[src/design/sleag_defs.svh]
// Constants for the stack limit and effective address generator
`ifndef SLEAG_DEFS_SVH
`define SLEAG_DEFS_SVH
`define SLEAG_SFR_TOP 16'h0800
`define SLEAG_NEAR_MASK 16'h1FFF
`define SLEAG_DEFAULT_WORKING_REGISTER_IDX 4'h0
`define SLEAG_SP_IDX 4'hF
`define SLEAG_DEFAULT_WORKING_REGISTER_RST 16'h0000
`define SLEAG_SP_RST 16'h0800
`endif

[src/design/sleag_pkg.sv]
// Types for the stack limit and effective address generator
package sleag_pkg;
   typedef enum logic [2:0] {
      SLEAG_AM_FILE = 3'h0,
      SLEAG_AM_IND = 3'h1,
      SLEAG_AM_POST = 3'h2,
      SLEAG_AM_PRE = 3'h3,
      SLEAG_AM_IDX = 3'h4,
      SLEAG_AM_LITOFS = 3'h5,
      SLEAG_AM_DIRECT = 3'h6,
      SLEAG_AM_LIT = 3'h7
   } sleag_mode_t;

   typedef enum logic [1:0] {
      SLEAG_ST_NONE = 2'h0,
      SLEAG_ST_PUSH = 2'h1,
      SLEAG_ST_POP = 2'h2
   } sleag_stk_t;

   typedef enum logic [1:0] {
      SLEAG_PS_DATA = 2'h0,
      SLEAG_PS_CALL = 2'h1,
      SLEAG_PS_EXC = 2'h2
   } sleag_push_t;

   typedef struct packed {
      logic valid;
      sleag_mode_t mode;
      logic [3:0] ptr;
      logic [3:0] ofs_reg;
      logic [15:0] lit;
      logic [5:0] pmod;
      logic wr;
      logic [12:0] faddr;
      logic to_default_working_register;
      logic [15:0] wdata;
      sleag_stk_t stk;
      sleag_push_t ptype;
      logic [15:0] pc_hi;
      logic [7:0] status_low_byte;
      logic in_boot;
      logic in_secure;
   } sleag_req_t;

   typedef struct packed {
      logic valid;
      logic [15:0] addr;
      logic wr;
      logic [15:0] wdata;
      logic to_default_working_register;
   } sleag_mem_t;

   typedef struct packed {
      logic valid;
      logic [15:0] lo;
      logic [15:0] hi;
   } sleag_seg_t;
endpackage

[src/design/sleag_core.sv]
// Stack limit checking and data effective address generation
`timescale 1ns/100ps
`default_nettype none
`include "sleag_defs.svh"
// Summary of operation
// - Pointer holds first free word, grows up
// - Push stores then increments; pop decrements first
// - Call push clears pushed counter top bit
// - Exception push merges status low byte
// - Limit register unreset, bit zero reads zero
// - Every stack-pointer address compared against limit
// - Push at limit fine, next push traps
// - Pointer below 0x0800 raises underflow trap
// - Boot secure RAM only from boot code
// - Secure segment RAM only from secure code
// - File access uses 13-bit near address
// - Working register zero is default destination
// - First operand register direct, second flexible
// - Indirect address is pointer, pointer unchanged
// - Post-modify uses pointer, then adjusts it
// - Pre-modify adjusts pointer, then uses it
// - Indexed address is pointer plus base
// - Literal offset address is pointer plus literal
// - Move source, destination share offset field
// - Literal operand as 5 or 10 bits
// - Branch 16-bit signed, disable 14-bit literal
module sleag_core (
   input wire logic clk,
   input wire logic rst,
   input wire sleag_pkg::sleag_req_t req,
   input wire logic lim_we,
   input wire logic [15:0] lim_wdata,
   input wire logic lit10_sel,
   input wire logic [15:0] branch_lit,
   input wire logic [13:0] disable_interrupts_instruction_lit,
   input wire sleag_pkg::sleag_seg_t boot_seg,
   input wire sleag_pkg::sleag_seg_t sec_seg,
   output sleag_pkg::sleag_mem_t mem,
   output logic [15:0] operand_reg,
   output logic [15:0] limit_out,
   output logic [15:0] sp_out,
   output logic [15:0] branch_ofs,
   output logic [13:0] disable_interrupts_instruction_count,
   output logic stack_err,
   output logic seg_err
);
   import sleag_pkg::*;

   ////////////////////////////////////////////////////////////////
   // Helpers
   function automatic logic [15:0] sext6(input logic [5:0] v);
      sext6 = {{10{v[5]}}, v};
   endfunction

   function automatic logic [15:0] add16(input logic [15:0] a, input logic [15:0] b);
      add16 = 16'(a + b);
   endfunction

   ////////////////////////////////////////////////////////////////
   // Register file, pointer and base read one cycle ahead
   logic [15:0] ptr_val;
   logic [15:0] ofs_val;
   logic rf_we;
   logic [3:0] rf_waddr;
   logic [15:0] rf_wdata;
   sleag_req_t req_reg;
   sleag_req_t req_next;

   sleag_regfile u_rf (
      .clk(clk),
      .rst(rst),
      .we(rf_we),
      .waddr(rf_waddr),
      .wdata(rf_wdata),
      .ra(req.ptr),
      .rb(req.ofs_reg),
      .da(ptr_val),
      .db(ofs_val)
   );

   ////////////////////////////////////////////////////////////////
   // Stack pointer and limit
   logic [15:0] sp_reg;
   logic [15:0] sp_next;
   logic [15:0] lim_reg;
   logic [15:0] lim_next;
   logic [15:0] ptr_cur;
   logic [15:0] ea;
   logic [15:0] ptr_upd;
   logic ptr_wb;
   logic [15:0] push_data;
   logic stk_fault;
   logic is_sp;
   logic [15:0] ofs_cur;

   always_comb begin
      req_next = req;
      lim_next = lim_reg;
      if (lim_we) begin
         lim_next = {lim_wdata[15:1], 1'b0};
      end
   end

   always_comb begin
      is_sp = req_reg.ptr == `SLEAG_SP_IDX;
      ofs_cur = (req_reg.ofs_reg == `SLEAG_SP_IDX) ? sp_reg : ofs_val;
      ptr_cur = is_sp ? sp_reg : ptr_val;
      ea = ptr_cur;
      ptr_upd = ptr_cur;
      ptr_wb = 1'b0;
      push_data = req_reg.wdata;
      if (req_reg.stk == SLEAG_ST_PUSH) begin
         ea = sp_reg;
         ptr_upd = add16(sp_reg, 16'h0002);
         ptr_wb = 1'b1;
      end else if (req_reg.stk == SLEAG_ST_POP) begin
         ea = add16(sp_reg, 16'hFFFE);
         ptr_upd = ea;
         ptr_wb = 1'b1;
      end else begin
         case (req_reg.mode)
            SLEAG_AM_FILE: begin
               ea = {3'h0, req_reg.faddr};
            end
            SLEAG_AM_IND: begin
               ea = ptr_cur;
            end
            SLEAG_AM_POST: begin
               ea = ptr_cur;
               ptr_upd = add16(ptr_cur, sext6(req_reg.pmod));
               ptr_wb = 1'b1;
            end
            SLEAG_AM_PRE: begin
               ea = add16(ptr_cur, sext6(req_reg.pmod));
               ptr_upd = ea;
               ptr_wb = 1'b1;
            end
            SLEAG_AM_IDX: begin
               ea = add16(ptr_cur, ofs_cur);
            end
            SLEAG_AM_LITOFS: begin
               ea = add16(ptr_cur, req_reg.lit);
            end
            default: begin
               ea = ptr_cur;
            end
         endcase
      end
      if (req_reg.stk == SLEAG_ST_PUSH && req_reg.ptype == SLEAG_PS_CALL) begin
         push_data = {1'b0, req_reg.pc_hi[14:0]};
      end
      if (req_reg.stk == SLEAG_ST_PUSH && req_reg.ptype == SLEAG_PS_EXC) begin
         push_data = {req_reg.status_low_byte, req_reg.pc_hi[7:0]};
      end
   end

   always_comb begin
      stk_fault = 1'b0;
      if (req_reg.valid && ((is_sp && req_reg.mode != SLEAG_AM_FILE
         && req_reg.mode != SLEAG_AM_DIRECT && req_reg.mode != SLEAG_AM_LIT)
         || req_reg.stk != SLEAG_ST_NONE)) begin
         if (ea > lim_reg || ea < `SLEAG_SFR_TOP) begin
            stk_fault = 1'b1;
         end
      end
   end

   logic boot_deny;
   logic sec_deny;
   logic mem_access;
   sleag_seg_chk u_boot (
      .addr(ea),
      .seg(boot_seg),
      .allowed(req_reg.in_boot),
      .deny(boot_deny)
   );
   sleag_seg_chk u_sec (
      .addr(ea),
      .seg(sec_seg),
      .allowed(req_reg.in_secure),
      .deny(sec_deny)
   );

   always_comb begin
      mem_access = req_reg.valid && req_reg.mode != SLEAG_AM_DIRECT
         && req_reg.mode != SLEAG_AM_LIT;
      sp_next = sp_reg;
      rf_we = 1'b0;
      rf_waddr = req_reg.ptr;
      rf_wdata = ptr_upd;
      if (req_reg.valid && ptr_wb && !stk_fault) begin
         if (is_sp || req_reg.stk != SLEAG_ST_NONE) begin
            sp_next = ptr_upd;
         end else begin
            rf_we = 1'b1;
         end
      end
      if (req_reg.valid && req_reg.to_default_working_register && !ptr_wb) begin
         rf_we = 1'b1;
         rf_waddr = `SLEAG_DEFAULT_WORKING_REGISTER_IDX;
         rf_wdata = req_reg.wdata;
      end
   end

   ////////////////////////////////////////////////////////////////
   // Output stage
   sleag_mem_t mem_reg;
   sleag_mem_t mem_next;
   logic [15:0] opnd_reg;
   logic [15:0] opnd_next;
   logic serr_reg;
   logic serr_next;
   logic gerr_reg;
   logic gerr_next;
   logic [15:0] bofs_reg;
   logic [13:0] disable_interrupts_instruction_reg;

   always_comb begin
      mem_next = '0;
      mem_next.valid = mem_access && !stk_fault && !boot_deny && !sec_deny;
      mem_next.addr = ea;
      mem_next.wr = req_reg.wr || req_reg.stk == SLEAG_ST_PUSH;
      mem_next.wdata = push_data;
      mem_next.to_default_working_register = req_reg.to_default_working_register;
      opnd_next = ptr_cur;
      if (req_reg.mode == SLEAG_AM_LIT) begin
         opnd_next = lit10_sel ? {6'h00, req_reg.lit[9:0]} : {11'h000, req_reg.lit[4:0]};
      end
      serr_next = stk_fault;
      gerr_next = mem_access && (boot_deny || sec_deny);
   end

   always_ff @(posedge clk) begin
      lim_reg <= lim_next;
      if (rst) begin
         req_reg <= '0;
         sp_reg <= `SLEAG_SP_RST;
         mem_reg <= '0;
         opnd_reg <= 16'h0000;
         serr_reg <= 1'b0;
         gerr_reg <= 1'b0;
         bofs_reg <= 16'h0000;
         disable_interrupts_instruction_reg <= 14'h0000;
      end else begin
         req_reg <= req_next;
         sp_reg <= sp_next;
         mem_reg <= mem_next;
         opnd_reg <= opnd_next;
         serr_reg <= serr_next;
         gerr_reg <= gerr_next;
         bofs_reg <= branch_lit;
         disable_interrupts_instruction_reg <= disable_interrupts_instruction_lit;
      end
   end

   assign mem = mem_reg;
   assign operand_reg = opnd_reg;
   assign limit_out = lim_reg;
   assign sp_out = sp_reg;
   assign branch_ofs = bofs_reg;
   assign disable_interrupts_instruction_count = disable_interrupts_instruction_reg;
   assign stack_err = serr_reg;
   assign seg_err = gerr_reg;

   ////////////////////////////////////////////////////////////////
   // Checks
   chk_limit_even: assert property (@(posedge clk) disable iff (rst)
      lim_we |=> !limit_out[0]) else $error("limit bit zero set");
   chk_push_incr: assert property (@(posedge clk) disable iff (rst)
      req_reg.valid && req_reg.stk == SLEAG_ST_PUSH && !stk_fault
      |=> sp_reg == $past(sp_reg) + 16'h0002) else $error("push did not increment");
   chk_pop_decr: assert property (@(posedge clk) disable iff (rst)
      req_reg.valid && req_reg.stk == SLEAG_ST_POP && !stk_fault
      |=> mem.addr == sp_reg) else $error("pop address wrong");
   chk_call_msb: assert property (@(posedge clk) disable iff (rst)
      req_reg.valid && req_reg.stk == SLEAG_ST_PUSH && req_reg.ptype == SLEAG_PS_CALL
      |=> !mem.wdata[15]) else $error("call push top bit set");
   chk_exc_srl: assert property (@(posedge clk) disable iff (rst)
      req_reg.valid && req_reg.stk == SLEAG_ST_PUSH && req_reg.ptype == SLEAG_PS_EXC
      |=> mem.wdata[15:8] == $past(req_reg.status_low_byte)) else $error("status byte missing");
   chk_at_limit: assert property (@(posedge clk) disable iff (rst)
      req_reg.valid && req_reg.stk == SLEAG_ST_PUSH && sp_reg == lim_reg
      && sp_reg >= 16'h0800 |=> !stack_err) else $error("trap at limit");
   chk_under_trap: assert property (@(posedge clk) disable iff (rst)
      req_reg.valid && req_reg.stk != SLEAG_ST_NONE && ea < 16'h0800 ##1 !stk_fault
      |-> stack_err ##1 !stack_err) else $error("underflow not pulsed");
   chk_fault_nowr: assert property (@(posedge clk) disable iff (rst)
      stk_fault |=> !mem.valid) else $error("faulting access reached memory");
   chk_seg_block: assert property (@(posedge clk) disable iff (rst)
      mem_access && (boot_deny || sec_deny) |=> seg_err && !mem.valid)
      else $error("secure segment leaked");
   chk_sec_block: assert property (@(posedge clk) disable iff (rst)
      mem_access && sec_deny |=> seg_err && !mem.valid) else $error("secure access passed");
   chk_ind_same: assert property (@(posedge clk) disable iff (rst)
      req_reg.valid && req_reg.stk == SLEAG_ST_NONE && req_reg.mode == SLEAG_AM_IND
      && is_sp && !stk_fault |=> mem.addr == sp_reg && $stable(sp_reg))
      else $error("indirect moved pointer");
   chk_post_use: assert property (@(posedge clk) disable iff (rst)
      req_reg.valid && req_reg.stk == SLEAG_ST_NONE && req_reg.mode == SLEAG_AM_POST
      && is_sp && !stk_fault |=> mem.addr == $past(sp_reg)
      && sp_reg == add16($past(sp_reg), sext6($past(req_reg.pmod))))
      else $error("post-modify wrong");
   chk_pre_use: assert property (@(posedge clk) disable iff (rst)
      req_reg.valid && req_reg.stk == SLEAG_ST_NONE && req_reg.mode == SLEAG_AM_PRE
      && is_sp && !stk_fault |=> mem.addr == sp_reg
      && sp_reg == add16($past(sp_reg), sext6($past(req_reg.pmod))))
      else $error("pre-modify wrong");
   chk_idx_sum: assert property (@(posedge clk) disable iff (rst)
      req_reg.valid && req_reg.stk == SLEAG_ST_NONE && req_reg.mode == SLEAG_AM_IDX
      |=> mem.addr == add16($past(ptr_cur), $past(ofs_cur))) else $error("indexed sum wrong");
   chk_litofs_sum: assert property (@(posedge clk) disable iff (rst)
      req_reg.valid && req_reg.stk == SLEAG_ST_NONE && req_reg.mode == SLEAG_AM_LITOFS
      |=> mem.addr == add16($past(ptr_cur), $past(req_reg.lit))) else $error("offset sum wrong");
   chk_file_near: assert property (@(posedge clk) disable iff (rst)
      req_reg.valid && req_reg.stk == SLEAG_ST_NONE && req_reg.mode == SLEAG_AM_FILE
      |=> mem.addr[15:13] == 3'h0) else $error("file address beyond near space");
   chk_default_working_register_dest: assert property (@(posedge clk) disable iff (rst)
      req_reg.valid && req_reg.to_default_working_register && !ptr_wb
      |=> u_rf.mem_reg[`SLEAG_DEFAULT_WORKING_REGISTER_IDX] == $past(req_reg.wdata)) else $error("default dest missed");
   chk_lit_short: assert property (@(posedge clk) disable iff (rst)
      req_reg.valid && req_reg.mode == SLEAG_AM_LIT && !lit10_sel
      |=> operand_reg[15:5] == 11'h000) else $error("short literal too wide");
   chk_branch_pass: assert property (@(posedge clk) disable iff (rst)
      1'b1 |=> branch_ofs == $past(branch_lit) && disable_interrupts_instruction_count == $past(disable_interrupts_instruction_lit))
      else $error("branch or disable literal lost");
endmodule
`default_nettype wire

[src/design/sleag_regfile.sv]
// Sixteen-word working register file with registered read ports
`timescale 1ns/100ps
`default_nettype none
module sleag_regfile (
   input wire logic clk,
   input wire logic rst,
   input wire logic we,
   input wire logic [3:0] waddr,
   input wire logic [15:0] wdata,
   input wire logic [3:0] ra,
   input wire logic [3:0] rb,
   output logic [15:0] da,
   output logic [15:0] db
);
   logic [15:0] mem_reg [0:15];
   logic [15:0] da_reg;
   logic [15:0] db_reg;
   always_ff @(posedge clk) begin
      if (we) begin
         mem_reg[waddr] <= wdata;
      end
      if (rst) begin
         da_reg <= 16'h0000;
         db_reg <= 16'h0000;
      end else begin
         da_reg <= (we && waddr == ra) ? wdata : mem_reg[ra];
         db_reg <= (we && waddr == rb) ? wdata : mem_reg[rb];
      end
   end
   assign da = da_reg;
   assign db = db_reg;
endmodule
`default_nettype wire

[src/design/sleag_seg_chk.sv]
// Secure RAM segment access check
`timescale 1ns/100ps
`default_nettype none
module sleag_seg_chk (
   input wire logic [15:0] addr,
   input wire sleag_pkg::sleag_seg_t seg,
   input wire logic allowed,
   output logic deny
);
   import sleag_pkg::*;
   always_comb begin
      deny = seg.valid && addr >= seg.lo && addr <= seg.hi && !allowed;
   end
endmodule
`default_nettype wire

[config.mk]
export PLATFORM = sky130hd
export DESIGN_NAME = sleag_core
export DESIGN_NICKNAME = d
export VERILOG_FILES = /design/src/design/sleag_pkg.sv /design/src/design/sleag_core.sv /design/src/design/sleag_regfile.sv /design/src/design/sleag_seg_chk.sv
export VERILOG_INCLUDE_DIRS = /design/src /design/src/design
export SDC_FILE = /design/constraint.sdc
export NUM_CORES = 1
export LEC_CHECK = 0
export BUFFER_PORTS_ARGS = -buffer_cell sky130_fd_sc_hd__buf_2
export CORE_MARGIN = 5
export CORE_UTILIZATION = 35
export DETAILED_ROUTE_END_ITERATION = 10
export GPL_TIMING_DRIVEN = 1
export MAX_ROUTING_LAYER = met4
export PLACE_DENSITY_LB_ADDON = 0.05
export SLEW_MARGIN = 20
export SYNTH_ARGS = -nofsm -noshare
export SYNTH_HDL_FRONTEND = slang
export SYNTH_SLANG_ARGS = --single-unit
[constraint.sdc]
create_clock -name clk -period 8.1 [get_ports clk]
set_input_delay 0 -clock clk [delete_from_list [all_inputs] [get_ports clk]]
set_output_delay 0 -clock clk [all_outputs]
set_load 0.02 [all_outputs]
==> results of run 1 <==
-- cell type report --
type | instances | area (sq um) | area share
Antenna cell | 7 | 17.5 | 0.000555
Timing Repair Buffer | 536 | 3580 | 0.113
Multi-Input combinational cell | 1356 | 11800 | 0.373
Clock buffer | 75 | 1610 | 0.0508
Tap cell | 950 | 1190 | 0.0376
Clock inverter | 30 | 383 | 0.0121
Sequential cell | 496 | 12600 | 0.400
Inverter | 104 | 390 | 0.0124
-- through the flow --
step | setup WS (ns) | std cells
detailed placement | 1.32 | 3304
floorplan | 2.82 | 2084
CTS | 1.19 | 3547
global route | 0.714 | 3553
finish | 1.22 | 3554
global placement | 1.38 | 3304
-- worst paths after layout --
check / start / slack (ns) / cells after the start / endpoint
setup / recovery: req_reg[90] / 1.22 / 24 / sp_out[5]
hold / removal: sec_seg[30] / 0.03 / 7 / mem[34]
setup reg to reg: req_reg[90] / 1.22 / 24 / sp_out[5]
hold reg to reg: req_reg[17] / 0.44 / 2 / mem[8]
-- cell usage in the layout, fill, tap and decap left out, types with 12 or more instances in the layout --
master and instances:
buf_2 319, edfxtp_1 271, dfxtp_1 225, nor2_1 167, mux4_2 160, nor2b_1 152, dlygate4sd3_1 138, ha_1 111
a21oi_1 109, nand2_1 103, inv_1 100, buf_4 78, mux2i_1 72, o21ai_0 60, clkbuf_16 57, a21o_1 37
nand2b_1 29, a211oi_1 26, nand3_1 26, xnor2_1 25, xor2_1 20, nand4_1 19, nor3_1 18, conb_1 17
clkbuf_8 12
-- worst max-delay path: stages, from the launching register on --
cell	delay, ns
dfxtp_1	0.59
nand4_4	0.27
buf_4	0.29
mux2i_1	0.38
inv_1	0.12
ha_1	0.25
fa_1	0.48
a211oi_2	0.24
o21ai_2	0.12
o31ai_2	0.32
a211oi_1	0.16
o21ai_0	0.26
nand3_1	0.14
a41oi_1	0.54
nand2_1	0.14
nand2_1	0.25
ha_1	0.30
a21o_1	0.16
a211oi_1	0.26
a32o_1	0.27
o31a_1	0.18
o21ai_2	0.08
a31oi_4	0.48
buf_4	0.27
mux2i_1	0.20
-- report_power, final --
part	leakage (nW)	internal [mW]	switching (mW)
sequential	4.35	2.79	0.0528
combinational	7.71	0.489	0.697
clock	0.979	1.59	1.08
-- cells by family (layout without fill, tap and decap cells) --
| logic type | Yosys count | in the layout | share of synthesized area |
|---|---|---|---|
| simple gates | 570 | 570 | 0.115 |
| flops | 496 | 496 | 0.501 |
| compound gates | 370 | 370 | 0.0994 |
| mux | 239 | 239 | 0.174 |
| buf+inv | 232 | 745 | 0.0371 |
| fa+ha+maj | 115 | 115 | 0.0574 |
| xor+xnor | 45 | 45 | 0.0156 |
| other cells | 1 | 24 | 0.000149 |
-- per-layer routing --
metal	GRT usage	part of all wire	vias up
met5	-	0	-
met4	0.0752	0.034	0
met3	0.0332	0.051	139
met2	0.376	0.50	527
met1	0.282	0.41	9395
li1	-	-	8673
==> impl_metrics.yaml, run 1 <==
synthesis:
  yosys.cell_count.top_type: "edfxtp_1"
  synth-seq-cells: 496
  netlist.area_leader.share: 0.322
  yosysUniqueCellTypes: 96
  avgSynthCellArea_sq_um: 12.2
  synth_largest_area_cell: "edfxtp_1"
  yosys_warnings: 0
  synthCells: 2068
  netlist_top_cells_count: "271 x edfxtp_1, 225 x dfxtp_1, 169 x nor2_1"
  dominantRegCellSynth: "edfxtp_1"
  yosysSeqAreaShare: 0.501
  synth_area_leaders: "edfxtp_1 32%, dfxtp_1 18%, mux4_2 14%"
  synth_edf_count: 271
  synth_area_sq_mm: 0.0252
  ys_async_sr_fraction: 0
timing:
  fmax_ghz: 0.145
  worstMarginPinSlew_ns: 1.15
  setup_viol: 0
  fin_tns_setup_ns: 0
  final_hold_viol_count: 0
  slew_viol_final: 0
  min_period_over_period: 0.849
  skew_ns: 0.0372
  holdWs_ns: 0.0285
  slew_headroom: 0.225
  rsz0062_at_grt: "no"
  period_minus_slack_ns: 6.88
floorplanning:
  initial_utilization: 0.353
  core_area_sq_mm: 0.0715
  die_area_sq_mm: 0.0776
  rows: 98
  die_w_um: 279
  dieHeight_um: 279
  io_pins: 326
cts:
  clk-insertion-delay-late_ns: 0.64
  cts_buffers: 56
  clock_sinks: 496
  cts_tree: "done"
  cts_max_level: 2
  post_cts_buffers: 0
  clk_pin_slew_ns: 0.06
  root_buffer: "clkbuf_16"
  hold_buffers: 138
  max-clock-path-buffers: 3
  cts_resized: 0
worst_hold_path:
  hp-class: "in2reg"
routing:
  postRouteAntennaNets: 0
  wl_per_cell_um: 24.6
  drtIter0Drc: 1681
  wirelength_um: 87300
  drc_errors: 0
  dr.pass1.iters: 6
  via_per_inst: 5.27
  vias: 18700
placement:
  dp_hpwl_um: 60700
  portBuffers: 322
  gp_congestion: 0.901
  placedInstanceArea_sq_mm: 0.0282
setup_path:
  required_ns: 8.63
  crit_type: "reg2reg"
  critPathArrivalTime_ns: 7.41
  cp-end-kind: "flip-flop"
  path_max_fanout: 15
  start_kind: "flip-flop"
pwr:
  p_leak_nw: 13.0
  finalPower_mw: 6.70
  peakVddDrop_mv: 0.164
  p_per_area_mw_per_mm2: 212
grt:
  grt_first_pass_wirelength_um: 127000
  grt_usage: 0.225
  grt_max_degree: 153
  antenna_found_initial: 6
  grt_pass1_vias: 19300
  grt-ovfl-total: 0
finish:
  largest_reg_flops: 256
  drive_above_1_share: 0.276
  final.fill_count: 6709
  syn_to_final_growth_pct: 25.1
  nets: 2874
  finish.utilization: 0.442
  fin_area_sq_mm: 0.0316
job:
  cap_violations: 0
status:
  status: "complete, no violations"
(Power assumes the default switching activity.)
==> run 2: changes to the inputs <==
==> constraint.sdc (replaced) <==
create_clock -name clk -period 7.19 [get_ports clk]
set_input_delay 0 -clock clk [delete_from_list [all_inputs] [get_ports clk]]
set_output_delay 0 -clock clk [all_outputs]
set_load 0.02 [all_outputs]
==> run 2 against run 1 <==
Effect of this change:
- non-clock buffer count shrank 1
- first-iteration DRC count shrank 7.0%
- global-route usage grew 0.062 points
- critical endpoint is now sp_out[11]
- hold slack gained 0.038 ns
- sequential power grew 13%
- largest cell class unchanged
- highest routed layer unchanged
==> impl_metrics.yaml, run 2 (synthesis gave the netlist of run 1 again) <==
timing:
  final_hold_viol_count: 0
  min_period_over_period: 0.900
  period_minus_slack_ns: 6.47
  slew_viol_final: 0
  rsz0062_at_grt: "no"
  skew_ns: 0.0264
  slew_headroom: 0.249
  fin_tns_setup_ns: 0
  fmax_ghz: 0.155
  worstMarginPinSlew_ns: 1.12
  setup_viol: 0
worst_hold_path:
  hp-class: "in2reg"
  hold-path-cell-count: 2
routing:
  via_per_inst: 5.25
  drc_errors: 0
  wl_per_cell_um: 24.8
  vias: 18600
  dr.pass1.iters: 5
  wirelength_um: 88100
  drtIter0Drc: 1564
  postRouteAntennaNets: 0
setup_path:
  start_kind: "flip-flop"
  crit_path_frequent_cell: "buf_4"
  reg2reg_depth: 24
  slowest_stage: "dfxtp_1"
  path_max_fanout: 14
  cp-end-kind: "flip-flop"
  critPathArrivalTime_ns: 7.01
  path_cells: "nand4_4, buf_4, a21oi_1, buf_4, inv_1, fa_1, a211oi_2, o21ai_2, o31ai_2, a211oi_1, o21ai_0, nand3_1, a41oi_1, nand2_1, nand2_1, ha_1, a21o_1, a211oi_1, a32o_1, o31a_1, o21ai_2, a31oi_4, buf_4, mux2i_1"
  crit_type: "reg2reg"
  required_ns: 7.73
  max_stage_delay_ns: 0.59
finish:
  nets: 2874
  final.fill_count: 6687
  layout_common_cells: "319 x buf_2, 271 x edfxtp_1, 225 x dfxtp_1"
  layout.cells.non_filler: 3551
  drive_above_1_share: 0.277
  finish.utilization: 0.442
  final_common_cell: "buf_2"
  syn_to_final_growth_pct: 25.1
  largest_reg_flops: 256
  fin_area_sq_mm: 0.0316
floorplanning:
  die_area_sq_mm: 0.0776
  dieHeight_um: 279
  initial_utilization: 0.353
  core_area_sq_mm: 0.0715
  die_w_um: 279
  io_pins: 326
  rows: 98
pwr:
  peakVddDrop_mv: 0.193
  p_per_area_mw_per_mm2: 240
  p_leak_nw: 13.0
  finalPower_mw: 7.57
cts:
  cts_buffers: 57
  clk_pin_slew_ns: 0.06
  clk-insertion-delay-late_ns: 0.63
  cts_resized: 0
  max-clock-path-buffers: 3
  root_buffer: "clkbuf_16"
  clock_sinks: 496
  cts_max_level: 2
  cts_tree: "done"
status:
  status: "complete, no violations"
placement:
  placedInstanceArea_sq_mm: 0.0282
  portBuffers: 322
  gp_congestion: 0.886
  placed_cells: 3304
  dp_hpwl_um: 61900
grt:
  grt_usage: 0.225
  grt-ovfl-total: 0
  grt_pass1_vias: 19200
  antenna_found_initial: 2
  grt_first_pass_wirelength_um: 128000
  grt_max_degree: 148
job:
  cap_violations: 0
## run 2: changes by cell type in the layout (fill, tap and decap cells not counted), sizes merged
cell	change
clkinv	+3
clkbuf	+5
dlygate4sd3	-1
inv	-3
diode	-5
clkinvlp	-1
bufinv	-1
## run 2: critical path: cells and delay by family (launching register included)
| kind | cells | cell delay, ns |
|---|---|---|
| AOI/OAI and AO/OA | 13 | 3.07 |
| adders and majority gates | 2 | 0.75 |
| DFF | 1 | 0.59 |
| buffers and inverters | 4 | 0.84 |
| and+or+nand+nor | 4 | 0.92 |
| muxes | 1 | 0.20 |
## run 2: timing repair
action                                 in CTS  in global routing
hold buffers                              137                  0
setup buffers                               0                  0
endpoints found under the hold margin     155                  0
## run 2: where the power goes
part           total, mW  switching (mW)  internal, mW
combinational       1.34           0.787         0.551
clock               3.03            1.22          1.81
sequential          3.20          0.0595          3.14
## run 2: layout make-up
cell class | count | area, sq um | area share
Sequential cell | 496 | 12600 | 0.400
Multi-Input combinational cell | 1356 | 11800 | 0.373
Timing Repair Buffer | 535 | 3570 | 0.113
Clock buffer | 80 | 1670 | 0.0529
Tap cell | 950 | 1190 | 0.0376
Inverter | 104 | 390 | 0.0124
Clock inverter | 28 | 327 | 0.0103
Antenna cell | 2 | 5.00 | 0.000158
## run 2: worst paths after layout
| check | from | end | slack (ns) |
|---|---|---|---|
| worst min-delay path | req[86] | req_reg[86] | 0.07 |
| worst max register to register | req_reg[90] | sp_out[11] | 0.72 |
| worst max-delay path | req_reg[90] | sp_out[11] | 0.72 |
| worst min register to register | req_reg[10] | mem[1] | 0.44 |
## run 2: metrics by stage
step | hold slack (ns) | worst slack (ns)
final | 0.0667 | 0.722
after global routing | 0.0372 | 0.159
after CTS | 0.0134 | 0.712
after detailed placement | 0.178 | 0.776
after global placement | 0.177 | 0.792
after floorplan | 0.0989 | 1.91
## run 2: layer usage
metal | GRT usage | wire [um] | vias up
met2 | 0.381 | 44300 | 506
met3 | 0.0315 | 4120 | 118
met5 | - | 0 | -
li1 | - | - | 8658
met4 | 0.0635 | 2410 | 0
met1 | 0.286 | 37300 | 9347
